--- config.mk ---
export PLATFORM = sky130hd
export DESIGN_NAME = vic_top
export DESIGN_NICKNAME = d
export VERILOG_FILES = /design/src/core/vic_pkg.sv /design/src/core/vic_if.sv /design/src/core/vic_arb.sv /design/src/core/vic_apb.sv /design/src/core/vic_top.sv
export SDC_FILE = /design/constraint.sdc
export NUM_CORES = 1
export LEC_CHECK = 0
export CORE_MARGIN = 8
export CORE_UTILIZATION = 50
export DETAILED_ROUTE_END_ITERATION = 10
export DONT_BUFFER_PORTS = 1
export PLACE_DENSITY = 0.73
export SYNTH_ARGS = -nofsm -noshare
export SYNTH_HDL_FRONTEND = slang
export SYNTH_SLANG_ARGS = --single-unit
--- constraint.sdc ---
create_clock -name mclk -period 2.85 [get_ports mclk]
set_input_delay 0 -clock mclk [delete_from_list [all_inputs] [get_ports mclk]]
set_output_delay 0 -clock mclk [all_outputs]
set_load 0.03 [all_outputs]
--- src/core/vic_pkg.sv ---
/*
 vic_pkg: constants, register indices, field positions, vectors and helper functions
 for the vectored interrupt controller.
 assumes: included by every core file through import vic_pkg::*.
*/
package vic_pkg;

	localparam int SRC_N = 6;
	localparam int SRC_IDX_W = 3;
	localparam int LVL_N = 4;
	localparam int LVL_W = 2;
	localparam int REG_W = 8;
	localparam int VEC_W = 16;
	localparam int ADDR_W = 12;
	localparam int IDX_W = 10;
	localparam int STAT_W = 16;

	// source positions, the same in enable and priority registers
	localparam int SRC_PIN0 = 0;
	localparam int SRC_TMR0 = 1;
	localparam int SRC_PIN1 = 2;
	localparam int SRC_TMR1 = 3;
	localparam int SRC_SER = 4;
	localparam int SRC_TMR2 = 5;

	localparam int IEN_GLOBAL = 7;

	// register indices, byte address is four times the index
	localparam logic [IDX_W-1:0] IDX_PRIO_HIGH = 10'h0B7;
	localparam logic [IDX_W-1:0] IDX_PRIO_LOW = 10'h0B8;
	localparam logic [IDX_W-1:0] IDX_IRQ_EN = 10'h0A0;
	localparam logic [IDX_W-1:0] IDX_STATUS = 10'h0C0;
	localparam logic [IDX_W-1:0] IDX_CTRL = 10'h0C1;

	localparam logic [REG_W-1:0] RST_IRQ_EN = 8'h00;
	localparam logic [REG_W-1:0] RST_PRIO = 8'h00;
	localparam logic [REG_W-1:0] RST_CTRL = 8'h00;

	// reserved positions are kept at zero
	localparam logic [REG_W-1:0] IEN_WMASK = 8'hBF;
	localparam logic [REG_W-1:0] PRIO_WMASK = 8'h3F;
	localparam logic [REG_W-1:0] CTRL_WMASK = 8'h03;

	// control register: per-pin edge mode
	localparam int CTRL_PIN0_EDGE = 0;
	localparam int CTRL_PIN1_EDGE = 1;

	// status register fields
	localparam int STAT_POLL_LSB = 0;
	localparam int STAT_INSVC_LSB = 8;
	localparam int STAT_IDLE = 12;
	localparam int STAT_RAMBLK = 13;

	localparam logic [VEC_W-1:0] VEC_RESET = 16'h0000;
	localparam logic [VEC_W-1:0] VEC_PIN0 = 16'h0003;
	localparam logic [VEC_W-1:0] VEC_TMR0 = 16'h000B;
	localparam logic [VEC_W-1:0] VEC_PIN1 = 16'h0013;
	localparam logic [VEC_W-1:0] VEC_TMR1 = 16'h001B;
	localparam logic [VEC_W-1:0] VEC_SER = 16'h0023;
	localparam logic [VEC_W-1:0] VEC_TMR2 = 16'h002B;

	// machine cycle: six states of two phases, slot = (state-1)*2 + (phase-1)
	localparam int CLKS_PER_MC_DEF = 12;
	localparam int SLOT_S5P2 = 9;
	localparam int RST_IDLE_MC = 2;

	typedef enum {VIC_RUN, VIC_IDLE, VIC_RSTWIN} vic_mode_e;

	function automatic logic [LVL_W-1:0] vic_lvl_of(input logic [REG_W-1:0] phi,
		input logic [REG_W-1:0] plo, input int i);
		return {phi[i], plo[i]};
	endfunction

	function automatic logic [VEC_W-1:0] vic_vec_of(input logic [SRC_IDX_W-1:0] idx);
		case (idx)
			3'h0: return VEC_PIN0;
			3'h1: return VEC_TMR0;
			3'h2: return VEC_PIN1;
			3'h3: return VEC_TMR1;
			3'h4: return VEC_SER;
			3'h5: return VEC_TMR2;
			default: return VEC_RESET;
		endcase
	endfunction

endpackage

--- src/core/vic_if.sv ---
/*
 vic_if: carrier between the controller core, its register slave and its arbiter.
 assumes: all three modules run on the same clock.
*/
`timescale 1ns/1ps
interface vic_if;
	import vic_pkg::*;
	logic [REG_W-1:0] ien;
	logic [REG_W-1:0] plo;
	logic [REG_W-1:0] phi;
	logic [REG_W-1:0] ctrl;
	logic [STAT_W-1:0] status;
	logic [SRC_N-1:0] req;
	logic win_valid;
	logic [SRC_IDX_W-1:0] win_idx;
	logic [LVL_W-1:0] win_lvl;
	modport regs(output ien, plo, phi, ctrl, input status);
	modport arb(input req, phi, plo, output win_valid, win_idx, win_lvl);
	modport core(input ien, plo, phi, ctrl, win_valid, win_idx, win_lvl, output status, req);
endinterface

--- src/core/vic_arb.sv ---
/*
 vic_arb: picks the highest level pending source, lowest index first within a level.
 assumes: req already gated by the enables.
*/
`timescale 1ns/1ps
module vic_arb import vic_pkg::*; (
	vic_if.arb bus
);
	// later hits override, so the highest level and lowest index win
	always_comb begin
		bus.win_valid = 1'b0;
		bus.win_idx = '0;
		bus.win_lvl = '0;
		for (int l = 0; l < LVL_N; l++) begin
			for (int i = SRC_N - 1; i >= 0; i--) begin
				if (bus.req[i] && vic_lvl_of(bus.phi, bus.plo, i) == l[LVL_W-1:0]) begin
					bus.win_valid = 1'b1;
					bus.win_idx = i[SRC_IDX_W-1:0];
					bus.win_lvl = l[LVL_W-1:0];
				end
			end
		end
	end
endmodule

--- src/core/vic_apb.sv ---
/*
 vic_apb: APB slave holding enable, priority and control registers.
 assumes: APB master keeps request stable until pready; no wait states, pready is high in the first access cycle.
*/
`timescale 1ns/1ps
module vic_apb import vic_pkg::*; (
	input wire logic mclk,
	input wire logic arst_n,
	input wire logic psel,
	input wire logic penable,
	input wire logic pwrite,
	input wire logic [ADDR_W-1:0] paddr,
	input wire logic [31:0] pwdata,
	output logic [31:0] prdata,
	output logic pready,
	output logic pslverr,
	vic_if.regs bus
);
	logic [IDX_W-1:0] idx;
	logic mapped;
	logic [REG_W-1:0] rd_val;
	logic wr_go;

	assign idx = paddr[ADDR_W-1:2];
	assign mapped = (paddr[1:0] == 2'h0) && (idx == IDX_PRIO_HIGH || idx == IDX_PRIO_LOW
		|| idx == IDX_IRQ_EN || idx == IDX_STATUS || idx == IDX_CTRL);
	assign wr_go = psel && penable && pready && pwrite && mapped;

	always_comb begin
		rd_val = '0;
		case (idx)
			IDX_IRQ_EN: rd_val = bus.ien;
			IDX_PRIO_LOW: rd_val = bus.plo;
			IDX_PRIO_HIGH: rd_val = bus.phi;
			IDX_CTRL: rd_val = bus.ctrl;
			default: rd_val = '0;
		endcase
	end

	// answer in the first access cycle
	always_ff @(posedge mclk or negedge arst_n) begin
		if (!arst_n) begin
			pready <= 1'b0;
			pslverr <= 1'b0;
			prdata <= 32'h00000000;
		end else begin
			pready <= psel && !penable && !pready;
			if (psel && !penable) begin
				pslverr <= !mapped;
				if (idx == IDX_STATUS)
					prdata <= {16'h0000, bus.status};
				else
					prdata <= {24'h000000, rd_val};
			end
		end
	end

	// reserved bits never store a one
	always_ff @(posedge mclk or negedge arst_n) begin
		if (!arst_n) begin
			bus.ien <= RST_IRQ_EN;
			bus.plo <= RST_PRIO;
			bus.phi <= RST_PRIO;
			bus.ctrl <= RST_CTRL;
		end else if (wr_go) begin
			case (idx)
				IDX_IRQ_EN: bus.ien <= pwdata[REG_W-1:0] & IEN_WMASK;
				IDX_PRIO_LOW: bus.plo <= pwdata[REG_W-1:0] & PRIO_WMASK;
				IDX_PRIO_HIGH: bus.phi <= pwdata[REG_W-1:0] & PRIO_WMASK;
				IDX_CTRL: bus.ctrl <= pwdata[REG_W-1:0] & CTRL_WMASK;
				default: bus.ctrl <= bus.ctrl;
			endcase
		end
	end
endmodule

--- src/core/vic_top.sv ---
/*
 vic_top: vectored interrupt controller with four priority levels, machine-cycle
 polling, in-service tracking and idle wake/reset handling.
 assumes: peripheral flags come from logic on mclk and are cleared by their owners;
 pins are asynchronous and synchronised here; the core acks a vector and signals return.
*/
`timescale 1ns/1ps
module vic_top import vic_pkg::*; #(
	parameter int CLKS_PER_MC = CLKS_PER_MC_DEF
) (
	input wire logic mclk,
	input wire logic arst_n,
	input wire logic psel,
	input wire logic penable,
	input wire logic pwrite,
	input wire logic [ADDR_W-1:0] paddr,
	input wire logic [31:0] pwdata,
	output logic [31:0] prdata,
	output logic pready,
	output logic pslverr,
	input wire logic ext_irq_pin_a,
	input wire logic ext_irq_pin_b,
	input wire logic hw_reset_pin,
	input wire logic timer0_overflow_flag,
	input wire logic timer1_overflow_flag,
	input wire logic timer2_overflow_flag,
	input wire logic timer2_external_flag,
	input wire logic uart_rx_done,
	input wire logic uart_tx_done,
	input wire logic spi_done_flag,
	input wire logic spi_irq_gate,
	input wire logic cpu_irq_ack,
	input wire logic cpu_reti,
	input wire logic cpu_idle_enter,
	output logic irq_vector_valid,
	output logic [VEC_W-1:0] irq_vector_addr,
	output logic [LVL_W-1:0] irq_vector_level,
	output logic idle_active,
	output logic ram_access_block,
	output logic core_reset
);
	localparam int MC_W = $clog2(CLKS_PER_MC);
	localparam logic [MC_W-1:0] POLL_SLOT = MC_W'(CLKS_PER_MC - 1);
	localparam logic [MC_W-1:0] S5P2_SLOT = MC_W'(SLOT_S5P2);
	localparam logic [1:0] RSTWIN_LAST = 2'(RST_IDLE_MC - 1);

	vic_if bus();

	// register slave and arbiter
	vic_apb u_apb (
		.mclk(mclk),
		.arst_n(arst_n),
		.psel(psel),
		.penable(penable),
		.pwrite(pwrite),
		.paddr(paddr),
		.pwdata(pwdata),
		.prdata(prdata),
		.pready(pready),
		.pslverr(pslverr),
		.bus(bus)
	);

	vic_arb u_arb (
		.bus(bus)
	);

	logic [1:0] pin_s1;
	logic [1:0] pin_s2;
	logic [1:0] pin_d;
	logic rst_s1;
	logic rst_s2;
	logic [MC_W-1:0] mc_slot;
	logic mc_poll;
	logic [1:0] tmr01_snap;
	logic [1:0] tmr01_poll;
	logic [1:0] pin_flag;
	logic [1:0] pin_src;
	logic [1:0] pin_edge_mode;
	logic serial_req;
	logic timer2_req;
	logic [SRC_N-1:0] raw_src;
	logic [SRC_N-1:0] polled;
	logic [SRC_N-1:0] en_mask;
	logic [LVL_N-1:0] insvc;
	logic [LVL_N-1:0] next_insvc;
	logic [SRC_IDX_W-1:0] offer_idx;
	logic accept;
	logic above_lvl;
	logic ack_go;
	logic wake_req;
	logic [SRC_N-1:0] wake_src;
	vic_mode_e mode;
	vic_mode_e next_mode;
	logic [1:0] rst_mc_cnt;
	logic rstwin_done;

	function automatic logic [LVL_W-1:0] top_level(input logic [LVL_N-1:0] s);
		logic [LVL_W-1:0] r;
		r = '0;
		for (int l = 0; l < LVL_N; l++) begin
			if (s[l])
				r = l[LVL_W-1:0];
		end
		return r;
	endfunction

	// edge mode uses the latched flag, level mode a low pin
	function automatic logic pin_req(input logic edge_mode, input logic flag, input logic lvl);
		return edge_mode ? flag : !lvl;
	endfunction

	function automatic logic [SRC_IDX_W-1:0] pin_idx(input int n);
		return (n == 0) ? SRC_IDX_W'(SRC_PIN0) : SRC_IDX_W'(SRC_PIN1);
	endfunction

	// pin and reset synchronisers
	always_ff @(posedge mclk or negedge arst_n) begin
		if (!arst_n) begin
			pin_s1 <= 2'h3;
			pin_s2 <= 2'h3;
			pin_d <= 2'h3;
			rst_s1 <= 1'b0;
			rst_s2 <= 1'b0;
		end else begin
			pin_s1 <= {ext_irq_pin_b, ext_irq_pin_a};
			pin_s2 <= pin_s1;
			pin_d <= pin_s2;
			rst_s1 <= hw_reset_pin;
			rst_s2 <= rst_s1;
		end
	end

	// machine cycle slot counter
	always_ff @(posedge mclk or negedge arst_n) begin
		if (!arst_n)
			mc_slot <= '0;
		else if (mc_poll)
			mc_slot <= '0;
		else
			mc_slot <= mc_slot + MC_W'(1);
	end

	assign mc_poll = (mc_slot == POLL_SLOT);

	// pin requests: low level, or latched falling edge cleared on vectoring
	assign pin_edge_mode = {bus.ctrl[CTRL_PIN1_EDGE], bus.ctrl[CTRL_PIN0_EDGE]};
	assign ack_go = irq_vector_valid && cpu_irq_ack;

	always_ff @(posedge mclk or negedge arst_n) begin
		if (!arst_n) begin
			pin_flag <= 2'h0;
		end else begin
			for (int n = 0; n < 2; n++) begin
				if (!pin_edge_mode[n])
					pin_flag[n] <= 1'b0;
				else if (pin_d[n] && !pin_s2[n])
					pin_flag[n] <= 1'b1;
				else if (ack_go && offer_idx == pin_idx(n))
					pin_flag[n] <= 1'b0;
			end
		end
	end

	assign pin_src[0] = pin_req(pin_edge_mode[0], pin_flag[0], pin_s2[0]);
	assign pin_src[1] = pin_req(pin_edge_mode[1], pin_flag[1], pin_s2[1]);

	// combined requests; flags belong to their peripherals and are never cleared here
	assign timer2_req = timer2_overflow_flag || timer2_external_flag;
	assign serial_req = uart_rx_done || uart_tx_done
		|| (spi_done_flag && spi_irq_gate);

	// timer 0/1 sampled at S5P2, handed to the poll of the following cycle
	always_ff @(posedge mclk or negedge arst_n) begin
		if (!arst_n) begin
			tmr01_snap <= 2'h0;
			tmr01_poll <= 2'h0;
		end else begin
			if (mc_slot == S5P2_SLOT)
				tmr01_snap <= {timer1_overflow_flag, timer0_overflow_flag};
			if (mc_poll)
				tmr01_poll <= tmr01_snap;
		end
	end

	always_comb begin
		raw_src = '0;
		raw_src[SRC_PIN0] = pin_src[0];
		raw_src[SRC_TMR0] = tmr01_poll[0];
		raw_src[SRC_PIN1] = pin_src[1];
		raw_src[SRC_TMR1] = tmr01_poll[1];
		raw_src[SRC_SER] = serial_req;
		raw_src[SRC_TMR2] = timer2_req;
	end

	// poll once per machine cycle at its last slot
	always_ff @(posedge mclk or negedge arst_n) begin
		if (!arst_n)
			polled <= '0;
		else if (mc_poll)
			polled <= raw_src;
	end

	assign en_mask = bus.ien[IEN_GLOBAL] ? bus.ien[SRC_N-1:0] : '0;
	assign bus.req = polled & en_mask;

	// offer only above the level now in service
	assign above_lvl = insvc == '0 || bus.win_lvl > top_level(insvc);
	assign accept = bus.win_valid && mode == VIC_RUN && !irq_vector_valid && !core_reset
		&& above_lvl;

	always_ff @(posedge mclk or negedge arst_n) begin
		if (!arst_n) begin
			irq_vector_valid <= 1'b0;
			irq_vector_addr <= VEC_RESET;
			irq_vector_level <= '0;
			offer_idx <= '0;
		end else if (core_reset) begin
			irq_vector_valid <= 1'b0;
			irq_vector_addr <= VEC_RESET;
			irq_vector_level <= '0;
		end else if (ack_go) begin
			irq_vector_valid <= 1'b0;
		end else if (accept) begin
			irq_vector_valid <= 1'b1;
			irq_vector_addr <= vic_vec_of(bus.win_idx);
			irq_vector_level <= bus.win_lvl;
			offer_idx <= bus.win_idx;
		end
	end

	// in-service levels: return clears the highest, an ack marks the offered level
	always_comb begin
		next_insvc = insvc;
		if (cpu_reti && insvc != '0)
			next_insvc[top_level(insvc)] = 1'b0;
		if (ack_go)
			next_insvc[irq_vector_level] = 1'b1;
	end

	always_ff @(posedge mclk or negedge arst_n) begin
		if (!arst_n)
			insvc <= '0;
		else if (core_reset)
			insvc <= '0;
		else
			insvc <= next_insvc;
	end

	// idle and reset window
	// timer 0/1 wake on the raw flag, their vector still waits for its poll
	always_comb begin
		wake_src = raw_src;
		wake_src[SRC_TMR0] = raw_src[SRC_TMR0] || timer0_overflow_flag;
		wake_src[SRC_TMR1] = raw_src[SRC_TMR1] || timer1_overflow_flag;
	end

	assign wake_req = |(wake_src & en_mask);
	assign rstwin_done = mode == VIC_RSTWIN && mc_poll && rst_mc_cnt == RSTWIN_LAST;

	always_comb begin
		next_mode = mode;
		case (mode)
			VIC_RUN: begin
				if (cpu_idle_enter && !rst_s2)
					next_mode = VIC_IDLE;
			end
			VIC_IDLE: begin
				if (rst_s2)
					next_mode = VIC_RSTWIN;
				else if (wake_req)
					next_mode = VIC_RUN;
			end
			VIC_RSTWIN: begin
				if (rstwin_done)
					next_mode = VIC_RUN;
			end
			default: next_mode = VIC_RUN;
		endcase
	end

	always_ff @(posedge mclk or negedge arst_n) begin
		if (!arst_n)
			mode <= VIC_RUN;
		else
			mode <= next_mode;
	end

	always_ff @(posedge mclk or negedge arst_n) begin
		if (!arst_n)
			rst_mc_cnt <= 2'h0;
		else if (mode != VIC_RSTWIN)
			rst_mc_cnt <= 2'h0;
		else if (mc_poll)
			rst_mc_cnt <= rst_mc_cnt + 2'h1;
	end

	// idle and ram block outputs follow the next mode so they line up with it
	always_ff @(posedge mclk or negedge arst_n) begin
		if (!arst_n) begin
			idle_active <= 1'b0;
			ram_access_block <= 1'b0;
			core_reset <= 1'b0;
		end else begin
			idle_active <= next_mode == VIC_IDLE;
			ram_access_block <= next_mode == VIC_RSTWIN;
			core_reset <= rstwin_done || (rst_s2 && mode == VIC_RUN);
		end
	end

	// readable state
	always_comb begin
		bus.status = '0;
		bus.status[STAT_POLL_LSB +: SRC_N] = polled;
		bus.status[STAT_INSVC_LSB +: LVL_N] = insvc;
		bus.status[STAT_IDLE] = idle_active;
		bus.status[STAT_RAMBLK] = ram_access_block;
	end

endmodule

After elaboration in Yosys (flattened, before gate mapping)
Cells that the tools add are included.
{ "op_classes": {"n_addsub": 2, "order_cmp": 5, "eq_ne": 41, "muxes": 106, "n_bitwise": 7, "n_reduce_logical": 90} }
{ "ops": {"columns": ["operator", "count"], "rows": [
  ["32-bit 2-to-1 mux", 4],
  ["32-bit one-hot mux with 3 select lines", 1],
  ["3-bit 2-to-1 mux", 24],
  ["32-bit by 2-bit equality test with 1-bit output, second input constant", 2],
  ["32-bit by 3-bit equality test with 1-bit output, second input constant", 2],
  ["32-bit zero test", 2],
  ["10-bit by 8-bit equality test with 1-bit output, second input constant", 5],
  ["1-bit logical AND", 48],
  ["16-bit 2-to-1 mux", 3],
  ["1-bit 2-to-1 mux", 44],
  ["2-bit 2-to-1 mux", 20],
  ["6-bit one-hot mux with 6 select lines", 1],
  ["32-bit by 1-bit equality test with 1-bit output, second input constant", 1],
  ["32-bit by 3-bit inequality test with 1-bit output, second input constant", 1],
  ["8-bit one-hot mux with 4 select lines", 1],
  ["2-bit equality test, second input constant", 12],
  ["4-bit 2-to-1 mux", 4],
  ["2-bit by 1-bit equality test with 1-bit output, second input constant", 7],
  ["2-bit zero test", 7],
  ["14-bit 2-to-1 mux", 1],
  ["6-bit bitwise AND", 2],
  ["1-bit logical OR", 11],
  ["2-bit AND reduction", 5],
  ["3-bit by 2-bit equality test with 1-bit output, second input constant", 3],
  ["24 further kinds", 40]
]} }
{ "totals": {"regBits": 142, "out_inout_bits": 56, "elab_cells": 279} }

Depth between registers and ports, before layout
Gate-level depths: netlist of run 1.
{ "depth": {"ltp_word": 34, "ltp_mapped": 13} }

Cells and area by module
From an unflattened synthesis of run 1, not the netlist that was laid out.
{ "hier_totals": {"cells_unflattened": 466, "hier_area_um2": 5387.7} }
{ "modules_own_cells": {"columns": ["mod", "n_inst", "cells_each", "area_each_um2", "seq_area_each_um2"], "rows": [
  ["vic_top", 1, 227, 2924.1, 1884.3],
  ["vic_apb", 1, 161, 1960.6, 975.9],
  ["vic_arb", 1, 78, 503.0, 0.0]
]} }

Worst setup path after synthesis of run 1
OpenSTA, ideal clock, no wires.
{ "synth_path": {"path_type": "flip-flop to flip-flop", "from": "register u_apb.bus.ien[1]", "to": "register irq_vector_addr[4]", "setup_ns": 0.064, "arrival_ns": 2.887, "required_time_ns": 2.786, "slack_ns": -0.101, "path_stages_with_launch": 12, "period_less_slack_ns": 2.951, "path_cell_list": "dfrtp_1 and4b_1 o2bb2ai_1 or4b_1 a311oi_1 ha_1 nand2_1 o21ai_0 o41ai_1 nand3_1 or4_4 a21bo_1"} }
{ "synth_via": {"elab_chain_cells": 29, "word_cells_on_any_way": 78} }
{ "synth_rtl": {"columns": ["element", "line_no", "rtl"], "rows": [
  ["from (decl)", "vic_if.sv:17", "modport regs(output ien, plo, phi, ctrl, input status);"],
  ["from (signal assigned)", "vic_apb.sv:67", "IDX_IRQ_EN: bus.ien <= pwdata[REG_W-1:0] & IEN_WMASK;"],
  ["6-bit 2-to-1 mux *", "vic_top.sv:204", "assign en_mask = bus.ien[IEN_GLOBAL] ? bus.ien[SRC_N-1:0] : '0;"],
  ["6-bit bitwise AND *", "vic_top.sv:205", "assign bus.req = polled & en_mask;"],
  ["parallel branches: the longest is 27 deep, another holds 3-bit 2-to-1 mux", null, null],
  ["to (signal assigned)", "vic_top.sv:226", "irq_vector_addr <= vic_vec_of(bus.win_idx);"],
  ["to (decl)", "vic_top.sv:36", "output logic [VEC_W-1:0] irq_vector_addr,"]
]} }
Every way passes the cells marked *. The select of a mux whose other input is x is not followed.
A chain may end at the register's enable or synchronous reset.

Final worst setup path of run 1
{ "layout_path": {"from": "register u_apb.bus.ien[7]", "to": "register irq_vector_addr[4]"} }
{ "layout_via": {"elab_chain_cells": 33, "word_cells_on_any_way": 110} }
{ "layout_rtl": {"columns": ["element", "line_no"], "rows": [
  ["6-bit 2-to-1 mux *", "vic_top.sv:204"],
  ["6-bit bitwise AND *", "vic_top.sv:205"],
  ["parallel branches: the longest is 31 deep, another holds 3-bit 2-to-1 mux", null]
]} }
Marked as above.

==> reports/results.txt, run 1 <==
hold crit path type = input port to flop
Final setup viols = 4
initial antenna violation count = 0
die area = 13,900 sq um
CTS clk-pin slew, worst paths = 0.11 ns
crit path kind = flop to flop
failing checks = negative setup slack
Req. time, crit path = 3.18 ns
clk_lat worst skew = 0.39 ns
flop2flop setup slack = -0.12 ns
1st-pass router iterations = 7
GPL Wtd Cong = 0.939
Worst setup endpoint = irq_vector_addr[4]
Critical Path Start Type = flop
crit end category = flop
most frequent cells in the layout = dfrtp_1 (105), buf_4 (71), conb_1 (60)
Synth Flop Type = dfrtp_1
Slew headroom = 39.5%
antenna cells = 0
RSZ-0062 raised after global routing = yes
Rows = 37
initial core utilization = 50.8%
largest net degree at the start of global routing = 112
Setup Skew = 0.00927 ns
Worst Tran Pin Value = 0.908 ns
DR DRC count = 0
Crit Reg-Reg Endpoint = irq_vector_addr[4]
CP Launch Point = u_apb.bus.ien[7]
vias in the first global route = 4,360
first-pass GRT wire length = 22,700 um
I/O Buffers = 0
Tmin final = 2.97 ns
asr flop ratio synth = 100%
max_cap viols = 0
H-tree depth = 3
worst vdd ir = 0.369 mV
worst setup slack after layout = -0.118 ns
worst r2r src = u_apb.bus.ien[7]
Seq cells post-synth = 111
CTS tree = built
fill count = 845
die height = 118 um
proportion of layout cells with a drive suffix above 1 = 26.3%
DR WL/cell = 19.0 um
Num CTS Buffers = 9
Nets = 676
Sink Count = 111
most common cell after layout, fill and taps aside = dfrtp_1
final wirelength = 14,300 um
# IOs = 119
number of synthesized flops with an enable pin = 0
clk buf depth = 2
Root Driver = clkbuf_8
Avg Cell Area, Syn = 10.8 sq um
placeable core region = 10,200 sq um
post-route ant nets = 0
max frequency = 0.337 GHz
R2R depth = 12
Mapped Area = 5200 sq um
Die W = 118 um
CP max FO = 6
Power per Cell Area = 424 nW/um^2
YS warnings = 0
all-layer global routing usage = 20.4%
Syn Inst Count = 479
pre-CTS setup slack = -0.166 ns
leak pwr = 0.00305 uW
period utilisation layout = 104%
DRT iter0 DRCs = 401
Max Slew Vio Count = 0
final hold violations = 0
post-synthesis cell type count = 63
Congestion Overflow GR = 0
vias per cell = 5.73
setup TNS = -0.196 ns
DP HPWL = 10,300 um
CP arrival = 3.30 ns
area grow syn2layout = 26.1%
outcome = finished with violations
Via Count = 4,294
sequential area share after synthesis = 53.6%
Yosys cell counts, types with 6 or more instances:
library cell	instances	area, sq um
dfrtp_1	105	2630
nand2_1	44	165
o21ai_0	32	160
buf_4	31	233
mux2_2	28	315
nor2_1	19	71.3
nor3_1	16	80.1
a21oi_1	14	70.1
nand4_1	14	87.6
inv_1	12	45.0
nand3_1	11	55.1
clkbuf_1	10	37.5
nand2b_1	10	62.6
nor4_1	9	56.3
nor2b_1	8	50.1
and3_1	7	43.8
o22ai_1	7	43.8
a21o_1	6	45.0
dfstp_2	6	158
cell type report:
cell class                      instances  area [sq um]  share of cell area, %
Clock buffer                            9           124                   1.89
Clock inverter                          7          86.3                   1.32
Inverter                               12          45.0                  0.687
Multi-Input combinational cell        369          2450                   37.3
Sequential cell                       111          2790                   42.5
Tap cell                              136           170                   2.60
Timing Repair Buffer                  105           898                   13.7
state kept, by name (all words and copies together), names as in the netlist, 3 cells and up:
signal and flops:
irq_vector_addr 4, offer_idx 3, u_apb.bus.plo 6, polled 6, mode 32, mc_slot 4
u_apb.prdata 13, u_apb.bus.ien 7, insvc 4, u_apb.bus.phi 6
where the power goes:
| group | leakage, uW | internal [uW] | switching [uW] |
|---|---|---|---|
| sequential | 0.00142 | 1610 | 21.5 |
| combinational | 0.00152 | 46.8 | 124 |
| clock | 0.000105 | 358 | 612 |
| total | 0.00305 | 2020 | 758 |
per-layer routing:
layer	part of all wire, %	track usage (%)
met5	0	0
met4	3.1	8.25
met3	9.3	6.28
met2	48	32.8
met1	40	25.1
repair_timing:
action	CTS	global route
setup buffers	15	7
hold endpoints to repair	153	0
pin swaps	8	11
gates resized for setup	3	35
setup endpoints to repair	9	10
hold buffers	28	0
kinds of logic after synthesis:
logic type	count (synthesis)	share of synthesized area [%]
adder cells (fa/ha/maj)	5	1.20
multiplexers	29	6.26
XOR/XNOR	1	0.169
AO/OA/AOI/OAI	100	12.8
AND/OR/NAND/NOR	174	19.1
buffers and inverters	58	6.79
other	1	0.0722
flip-flops	111	53.6
critical path, stage by stage, from the launching register on:
cell and delay (ns):
dfrtp_1 0.44, buf_6 0.15, nand4b_1 0.13, o22ai_2 0.11, or4b_4 0.57, a311oi_4 0.29
ha_4 0.26, nand2_2 0.06, o21ai_2 0.05, o41ai_2 0.06, nand3_1 0.15, or4_4 0.44
a21bo_1 0.21
worst min-delay path by stage:
| stage | from | cells after the start | to | slack, ns |
|---|---|---|---|---|
| after floorplan | arst_n | 0 | core_reset | -0.30 |
| after global placement | arst_n | 0 | mc_slot[1] | -0.29 |
| after detailed placement | arst_n | 0 | mc_slot[1] | -0.29 |
| after CTS | paddr[7] | 3 | u_apb.prdata[7] | 0.009 |
| after global routing | timer2_external_flag | 3 | idle_active | 0.04 |
| final | timer2_external_flag | 3 | idle_active | 0.02 |
through the flow:
step                total power (uW)  hold WS (ns)  cell area [sq um]  utilization [%]  cells
floorplan                       1780        -0.296               5440                -    538
global placement                1760        -0.291               5720             55.9    683
detailed placement              1770        -0.291               5720             55.9    683
CTS                             2810       0.00923               6350             62.1    742
global route                    2890        0.0394               6560             64.1    749
finish                          2780        0.0222               6560             64.1    749
(Power assumes the default switching activity.)
==> inputs of run 2 (changes only) <==
--- a/config.mk
+++ b/config.mk
@@ -9,7 +9,7 @@
 export CORE_UTILIZATION = 50
 export DETAILED_ROUTE_END_ITERATION = 10
 export DONT_BUFFER_PORTS = 1
-export PLACE_DENSITY = 0.73
+export PLACE_DENSITY = 0.7
 export SYNTH_ARGS = -nofsm -noshare
 export SYNTH_HDL_FRONTEND = slang
 export SYNTH_SLANG_ARGS = --single-unit
==> constraint.sdc (replaced) <==
create_clock -name mclk -period 2.8 [get_ports mclk]
set_input_delay 0 -clock mclk [delete_from_list [all_inputs] [get_ports mclk]]
set_output_delay 0 -clock mclk [all_outputs]
set_load 0.03 [all_outputs]
==> run 2 against run 1 <==
Compared with the run above:
- the flow still finishes with violations (negative setup slack)
- global-route usage about the same
- wire length decreased by 3.6%
- flip-flop and latch count unchanged
- setup slack got worse by 0.040 ns
==> reports/results.txt, run 2 (synthesized netlist as in run 1, its figures left out) <==
sequential share of power = 57.6% (was 58.9%)
Via Count = 4,187 (was 4,294)
vias in the first global route = 4,360 (unchanged)
# IOs = 119 (unchanged)
1st-pass router iterations = 5 (was 7)
Sink Count = 111 (unchanged)
Layout Utilization = 62.8% (was 64.1%)
CP max FO = 7 (was 6)
largest net degree at the start of global routing = 112 (unchanged)
outcome = finished with violations (unchanged)
Max Slew Vio Count = 0 (unchanged)
leak pwr = 0.00294 uW (was 0.00305 uW)
Tmin final = 2.96 ns (was 2.97 ns)
final hold violations = 0 (unchanged)
Clk pwr share = 36.2% (was 34.9%)
placeable core region = 10,200 sq um (unchanged)
initial antenna violation count = 0 (unchanged)
CTS tree = built (unchanged)
Req. time, crit path = 3.13 ns (was 3.18 ns)
max FFs per register = 32 (unchanged)
area grow syn2layout = 23.6% (was 26.1%)
Die W = 118 um (unchanged)
most common cell after layout, fill and taps aside = dfrtp_1 (unchanged)
crit end category = flop (unchanged)
first-pass GRT wire length = 22,900 um (was 22,700 um)
Rows = 37 (unchanged)
Num CTS Buffers = 9 (unchanged)
max_cap viols = 0 (unchanged)
Power per Cell Area = 450 nW/um^2 (was 424 nW/um^2)
hold depth = 3 (unchanged)
CP arrival = 3.28 ns (was 3.30 ns)
vias per cell = 5.70 (was 5.73)
most frequent cells in the layout = dfrtp_1 (105), conb_1 (60), buf_4 (57) (was dfrtp_1 (105), buf_4 (71), conb_1 (60))
DP HPWL = 9940 um (was 10,300 um)
post-route ant nets = 0 (unchanged)
worst vdd ir = 0.330 mV (was 0.369 mV)
Setup Skew = 0.00960 ns (was 0.00927 ns)
clk_lat worst skew = 0.39 ns (about the same)
clk buf depth = 2 (unchanged)
hold crit path type = input port to flop (unchanged)
final wirelength = 13,700 um (was 14,300 um)
Combinational Power Share = 6.1% (was 6.2%)
antenna cells = 0 (unchanged)
H-tree depth = 3 (unchanged)
failing checks = negative setup slack (unchanged)
worst setup slack after layout = -0.158 ns (was -0.118 ns)
P_int = 2130 uW (was 2020 uW)
die area = 13,900 sq um (unchanged)
flop2flop setup slack = -0.16 ns (was -0.12 ns)
Net Sw Power = 754 uW (was 758 uW)
max frequency = 0.338 GHz (was 0.337 GHz)
RSZ-0062 raised after global routing = yes (unchanged)
worst r2r src = u_apb.bus.ien[7] (unchanged)
GPL Wtd Cong = 0.919 (was 0.939)
pre-CTS setup slack = -0.244 ns (was -0.166 ns)
HP Start = paddr[7] (was timer2_external_flag)
period utilisation layout = 106% (was 104%)
initial core utilization = 50.8% (unchanged)
DR WL/cell = 18.7 um (was 19.0 um)
largest registers = mode x32, u_apb.prdata x13, u_apb.bus.ien x7 (unchanged)
Worst Tran Pin Value = 0.923 ns (was 0.908 ns)
Final setup viols = 10 (was 4)
Crit Reg-Reg Endpoint = irq_vector_addr[4] (unchanged)
Sw Share = 26.1% (was 27.3%)
Critical Path Start Type = flop (unchanged)
die height = 118 um (unchanged)
Nets = 661 (was 676)
setup TNS = -0.706 ns (was -0.196 ns)
proportion of layout cells with a drive suffix above 1 = 23.6% (was 26.3%)
DRT iter0 DRCs = 310 (was 401)
CTS clk-pin slew, worst paths = 0.11 ns (about the same)
Slew headroom = 38.5% (was 39.5%)
crit path kind = flop to flop (unchanged)
Root Driver = clkbuf_8 (unchanged)
WHS Endpoint = u_apb.prdata[7] (was idle_active)
R2R depth = 13 (was 12)
I/O Buffers = 0 (unchanged)
Top reg by flops = mode (unchanged)
Congestion Overflow GR = 0 (unchanged)
DR DRC count = 0 (unchanged)
all-layer global routing usage = 20.4% (about the same)
==> run 2: changes by cell type in the layout (fill, tap and decap cells not counted), sizes merged <==
cell / delta
buf: -17
bufinv: +1
clkinv: +1
dlygate4sd3: +2
inv: -2
==> run 2: cell type report <==
class | count | area, sq um
Clock buffer | 9 | 124
Timing Repair Buffer | 90 | 779
Multi-Input combinational cell | 369 | 2420
Inverter | 12 | 45.0
Clock inverter | 7 | 100
Fill cell | 818 | 3810
Sequential cell | 111 | 2790
Tap cell | 136 | 170
==> run 2: power groups by stage <==
stage          combinational, uW  clock [uW]  sequential (uW)
5_1_grt                      198        1120             1670
3_3_place_gp                 103           0             1690
6_report                     178        1050             1670
4_1_cts                      176        1070             1670
2_1_floorplan                118           0             1690
3_5_place_dp                 103           0             1700
==> run 2: critical path, stage by stage, from the launching register on <==
cell	delay (ns)
dfrtp_1	0.39
buf_6	0.13
buf_4	0.14
nand4_1	0.23
o22ai_2	0.28
nor2_1	0.12
a311oi_4	0.38
ha_4	0.26
nand2_2	0.06
o21ai_2	0.06
o41ai_2	0.06
nand3_1	0.15
or4_4	0.44
a21bo_1	0.21
==> run 2: per-layer routing <==
metal | vias up | part of all wire [%] | global-route usage, %
li1 | 1912 | - | -
met1 | 2044 | 42 | 24.9
met2 | 187 | 47 | 32.8
met3 | 44 | 7.6 | 5.71
met4 | 0 | 3.3 | 9.45
met5 | - | 0 | 0
==> run 2: worst max path at each step <==
stage	from	cells past startpoint	slack (ns)	to
finish	u_apb.bus.ien[7]	13	-0.16	irq_vector_addr[4]
detailed placement	u_apb.bus.ien[7]	13	-0.24	irq_vector_addr[4]
global route	u_apb.bus.ien[7]	13	-0.30	irq_vector_addr[4]
floorplan	u_apb.bus.ien[7]	11	-0.09	irq_vector_addr[4]
global placement	u_apb.bus.ien[7]	11	-0.14	irq_vector_addr[4]
CTS	u_apb.bus.ien[7]	12	-0.15	irq_vector_addr[4]
==> run 2: timing repair <==
action | CTS | global route
resized for setup | 15 | 14
hold buffers | 30 | 0
endpoints found under the setup margin | 10 | 10
buffers inserted | 5 | 3
pin swaps | 13 | 7
hold endpoints to repair | 158 | 0
==> run 2: per-stage QoR <==
step / power (uW) / instance area, sq um / instances / hold WS, ns
global route: 2990 / 6420 / 734 / 0.0307
CTS: 2910 / 6330 / 732 / 0.0131
finish: 2890 / 6420 / 734 / 0.0207
floorplan: 1810 / 5440 / 538 / -0.296
global placement: 1800 / 5710 / 682 / -0.291
detailed placement: 1800 / 5710 / 682 / -0.292
==> inputs of run 3 (changes only) <==
--- a/config.mk
+++ b/config.mk
@@ -13,3 +13,4 @@
 export SYNTH_ARGS = -nofsm -noshare
 export SYNTH_HDL_FRONTEND = slang
 export SYNTH_SLANG_ARGS = --single-unit
+export TNS_END_PERCENT = 50
==> run 3 against run 2 <==
Compared with the run above:
- the run still ends with negative setup slack left
- cell area up 0.18%
- flip-flop and latch count unchanged
- sequential share of layout area down 0.076 points
- clock-buffer cell count unchanged
- largest power group unchanged
==> reports/results.txt, run 3 (synthesized netlist as in run 1, its figures left out) <==
outcome = finished with violations (unchanged)
failing checks = negative setup slack (unchanged)
initial antenna violation count = 0 (unchanged)
I/O Buffers = 0 (unchanged)
Overall Power = 2890 uW (about the same)
proportion of layout cells with a drive suffix above 1 = 23.7% (was 23.6%)
DR DRC count = 0 (unchanged)
Combinational Power Share = 6.1% (about the same)
Via Count = 4,177 (was 4,187)
Tmin final = 2.98 ns (was 2.96 ns)
Max Slew Vio Count = 0 (unchanged)
placed instance area = 5710 sq um (unchanged)
Final setup viols = 10 (unchanged)
CP max FO = 7 (unchanged)
Slew headroom = 38.0% (was 38.5%)
Critical Path Start Type = flop (unchanged)
crit end category = flop (unchanged)
GPL Wtd Cong = 0.919 (unchanged)
DP HPWL = 9940 um (unchanged)
Net Sw Power = 756 uW (was 754 uW)
Rows = 37 (unchanged)
vias per cell = 5.68 (was 5.70)
Root Driver = clkbuf_8 (unchanged)
Worst Tran Pin Value = 0.930 ns (was 0.923 ns)
all-layer global routing usage = 20.4% (about the same)
footprint of the multi-input gates = 2420 sq um (unchanged)
final wirelength = 13,700 um (about the same)
worst vdd ir = 0.329 mV (was 0.330 mV)
hold crit path type = input port to flop (unchanged)
crit path kind = flop to flop (unchanged)
Power per Cell Area = 449 nW/um^2 (was 450 nW/um^2)
pre-CTS setup slack = -0.244 ns (unchanged)
Sw Share = 26.2% (was 26.1%)
max FFs per register = 32 (unchanged)
CTS clk-pin slew, worst paths = 0.11 ns (about the same)
sequential share of power = 57.6% (about the same)
1st-pass router iterations = 6 (was 5)
worst setup slack after layout = -0.178 ns (was -0.158 ns)
Sequential Area = 2790 sq um (unchanged)
period utilisation layout = 106% (about the same)
most common cell after layout, fill and taps aside = dfrtp_1 (unchanged)
die height = 118 um (unchanged)
clk buf depth = 2 (unchanged)
DRT iter0 DRCs = 374 (was 310)
die area = 13,900 sq um (unchanged)
CP arrival = 3.30 ns (was 3.28 ns)
# IOs = 119 (unchanged)
Die W = 118 um (unchanged)
fill count = 816 (was 818)
Nets = 662 (was 661)
Setup Skew = 0.0108 ns (was 0.00960 ns)
DR WL/cell = 18.6 um (was 18.7 um)
Req. time, crit path = 3.12 ns (was 3.13 ns)
largest net degree at the start of global routing = 112 (unchanged)
placeable core region = 10,200 sq um (unchanged)
post-route ant nets = 0 (unchanged)
largest registers = mode x32, u_apb.prdata x13, u_apb.bus.ien x7 (unchanged)
Layout Utilization = 62.9% (was 62.8%)
max frequency = 0.336 GHz (was 0.338 GHz)
RSZ-0062 raised after global routing = yes (unchanged)
CTS tree = built (unchanged)
H-tree depth = 3 (unchanged)
leak pwr = 0.00295 uW (was 0.00294 uW)
Finished Cell Area = 6430 sq um (was 6420 sq um)
P_int = 2130 uW (about the same)
initial core utilization = 50.8% (unchanged)
max_cap viols = 0 (unchanged)
Top reg by flops = mode (unchanged)
antenna cells = 0 (unchanged)
first-pass GRT wire length = 22,900 um (about the same)
Sink Count = 111 (unchanged)
most frequent cells in the layout = dfrtp_1 (105), conb_1 (60), buf_4 (57) (unchanged)
area grow syn2layout = 23.8% (was 23.6%)
Clk pwr share = 36.3% (was 36.2%)
final hold violations = 0 (unchanged)
Num CTS Buffers = 9 (unchanged)
clk_lat worst skew = 0.39 ns (about the same)
vias in the first global route = 4,362 (was 4,360)
Congestion Overflow GR = 0 (unchanged)
## run 3: cell count changes in the layout (fill, tap and decap cells not counted), sizes merged
cell	change
buf	+1
## run 3: layer usage
layer	GRT usage (%)	vias up	share of wire (%)
met4	9.45	0	3.3
met2	32.8	191	47
li1	-	1910	-
met5	0	-	0
met1	24.9	2034	42
met3	5.71	42	7.6
## run 3: final timing paths
kind | slack [ns] | depth (start not counted) | to | from
worst max-delay path | -0.18 | 13 | irq_vector_addr[4] | u_apb.bus.ien[7]
worst min-delay path | 0.02 | 3 | u_apb.prdata[7] | paddr[7]
worst max register to register | -0.18 | 13 | irq_vector_addr[4] | u_apb.bus.ien[7]
worst min register to register | 0.36 | 0 | pin_s2[1] | pin_s1[1]
max in group asynchronous | 2.15 | 2 | u_apb.prdata[7] | arst_n
min in group asynchronous | 0.23 | 2 | tmr01_poll[0] | arst_n
## run 3: repair_timing
item	4_1_cts	5_1_grt
buffers inserted	5	3
setup endpoints to repair	10	10
endpoints found under the hold margin	158	0
pin swaps	12	7
resized for setup	15	15
hold buffers	30	0
## run 3: worst max-delay path: stages (launching register included)
cell      delay (ns)
dfrtp_1         0.39
buf_6           0.13
buf_4           0.14
nand4_1         0.23
o22ai_2         0.28
nor2_1          0.12
a311oi_4        0.37
ha_4            0.26
nand2_2         0.06
o21ai_2         0.06
o41ai_2         0.06
nand3_1         0.17
or4_4           0.44
a21bo_1         0.21
## run 3: area by class of cell
| cell class | instances | share of cell area (%) |
|---|---|---|
| inverters | 12 | 0.700 |
| multi-input cells | 369 | 37.6 |
| clock buffers | 9 | 1.93 |
| well taps | 136 | 2.65 |
| repair buffers | 91 | 12.3 |
| flip-flops and latches | 111 | 43.3 |
| clock inverters | 7 | 1.56 |
## run 3: power by group through the flow
stage | Combinational (uW) | Clock (uW) | Sequential [uW]
2_1_floorplan | 118 | 0 | 1690
3_3_place_gp | 103 | 0 | 1690
3_5_place_dp | 103 | 0 | 1700
4_1_cts | 176 | 1070 | 1670
5_1_grt | 198 | 1120 | 1670
6_report | 177 | 1050 | 1670
## run 3: per-stage QoR
stage          cells  TNS, ns  hold slack (ns)
5_1_grt          735    -2.37           0.0307
3_3_place_gp     682   -0.300           -0.291
6_report         735   -0.883           0.0186
4_1_cts          732   -0.507           0.0131
2_1_floorplan    538  -0.0945           -0.296
3_5_place_dp     682   -0.935           -0.292
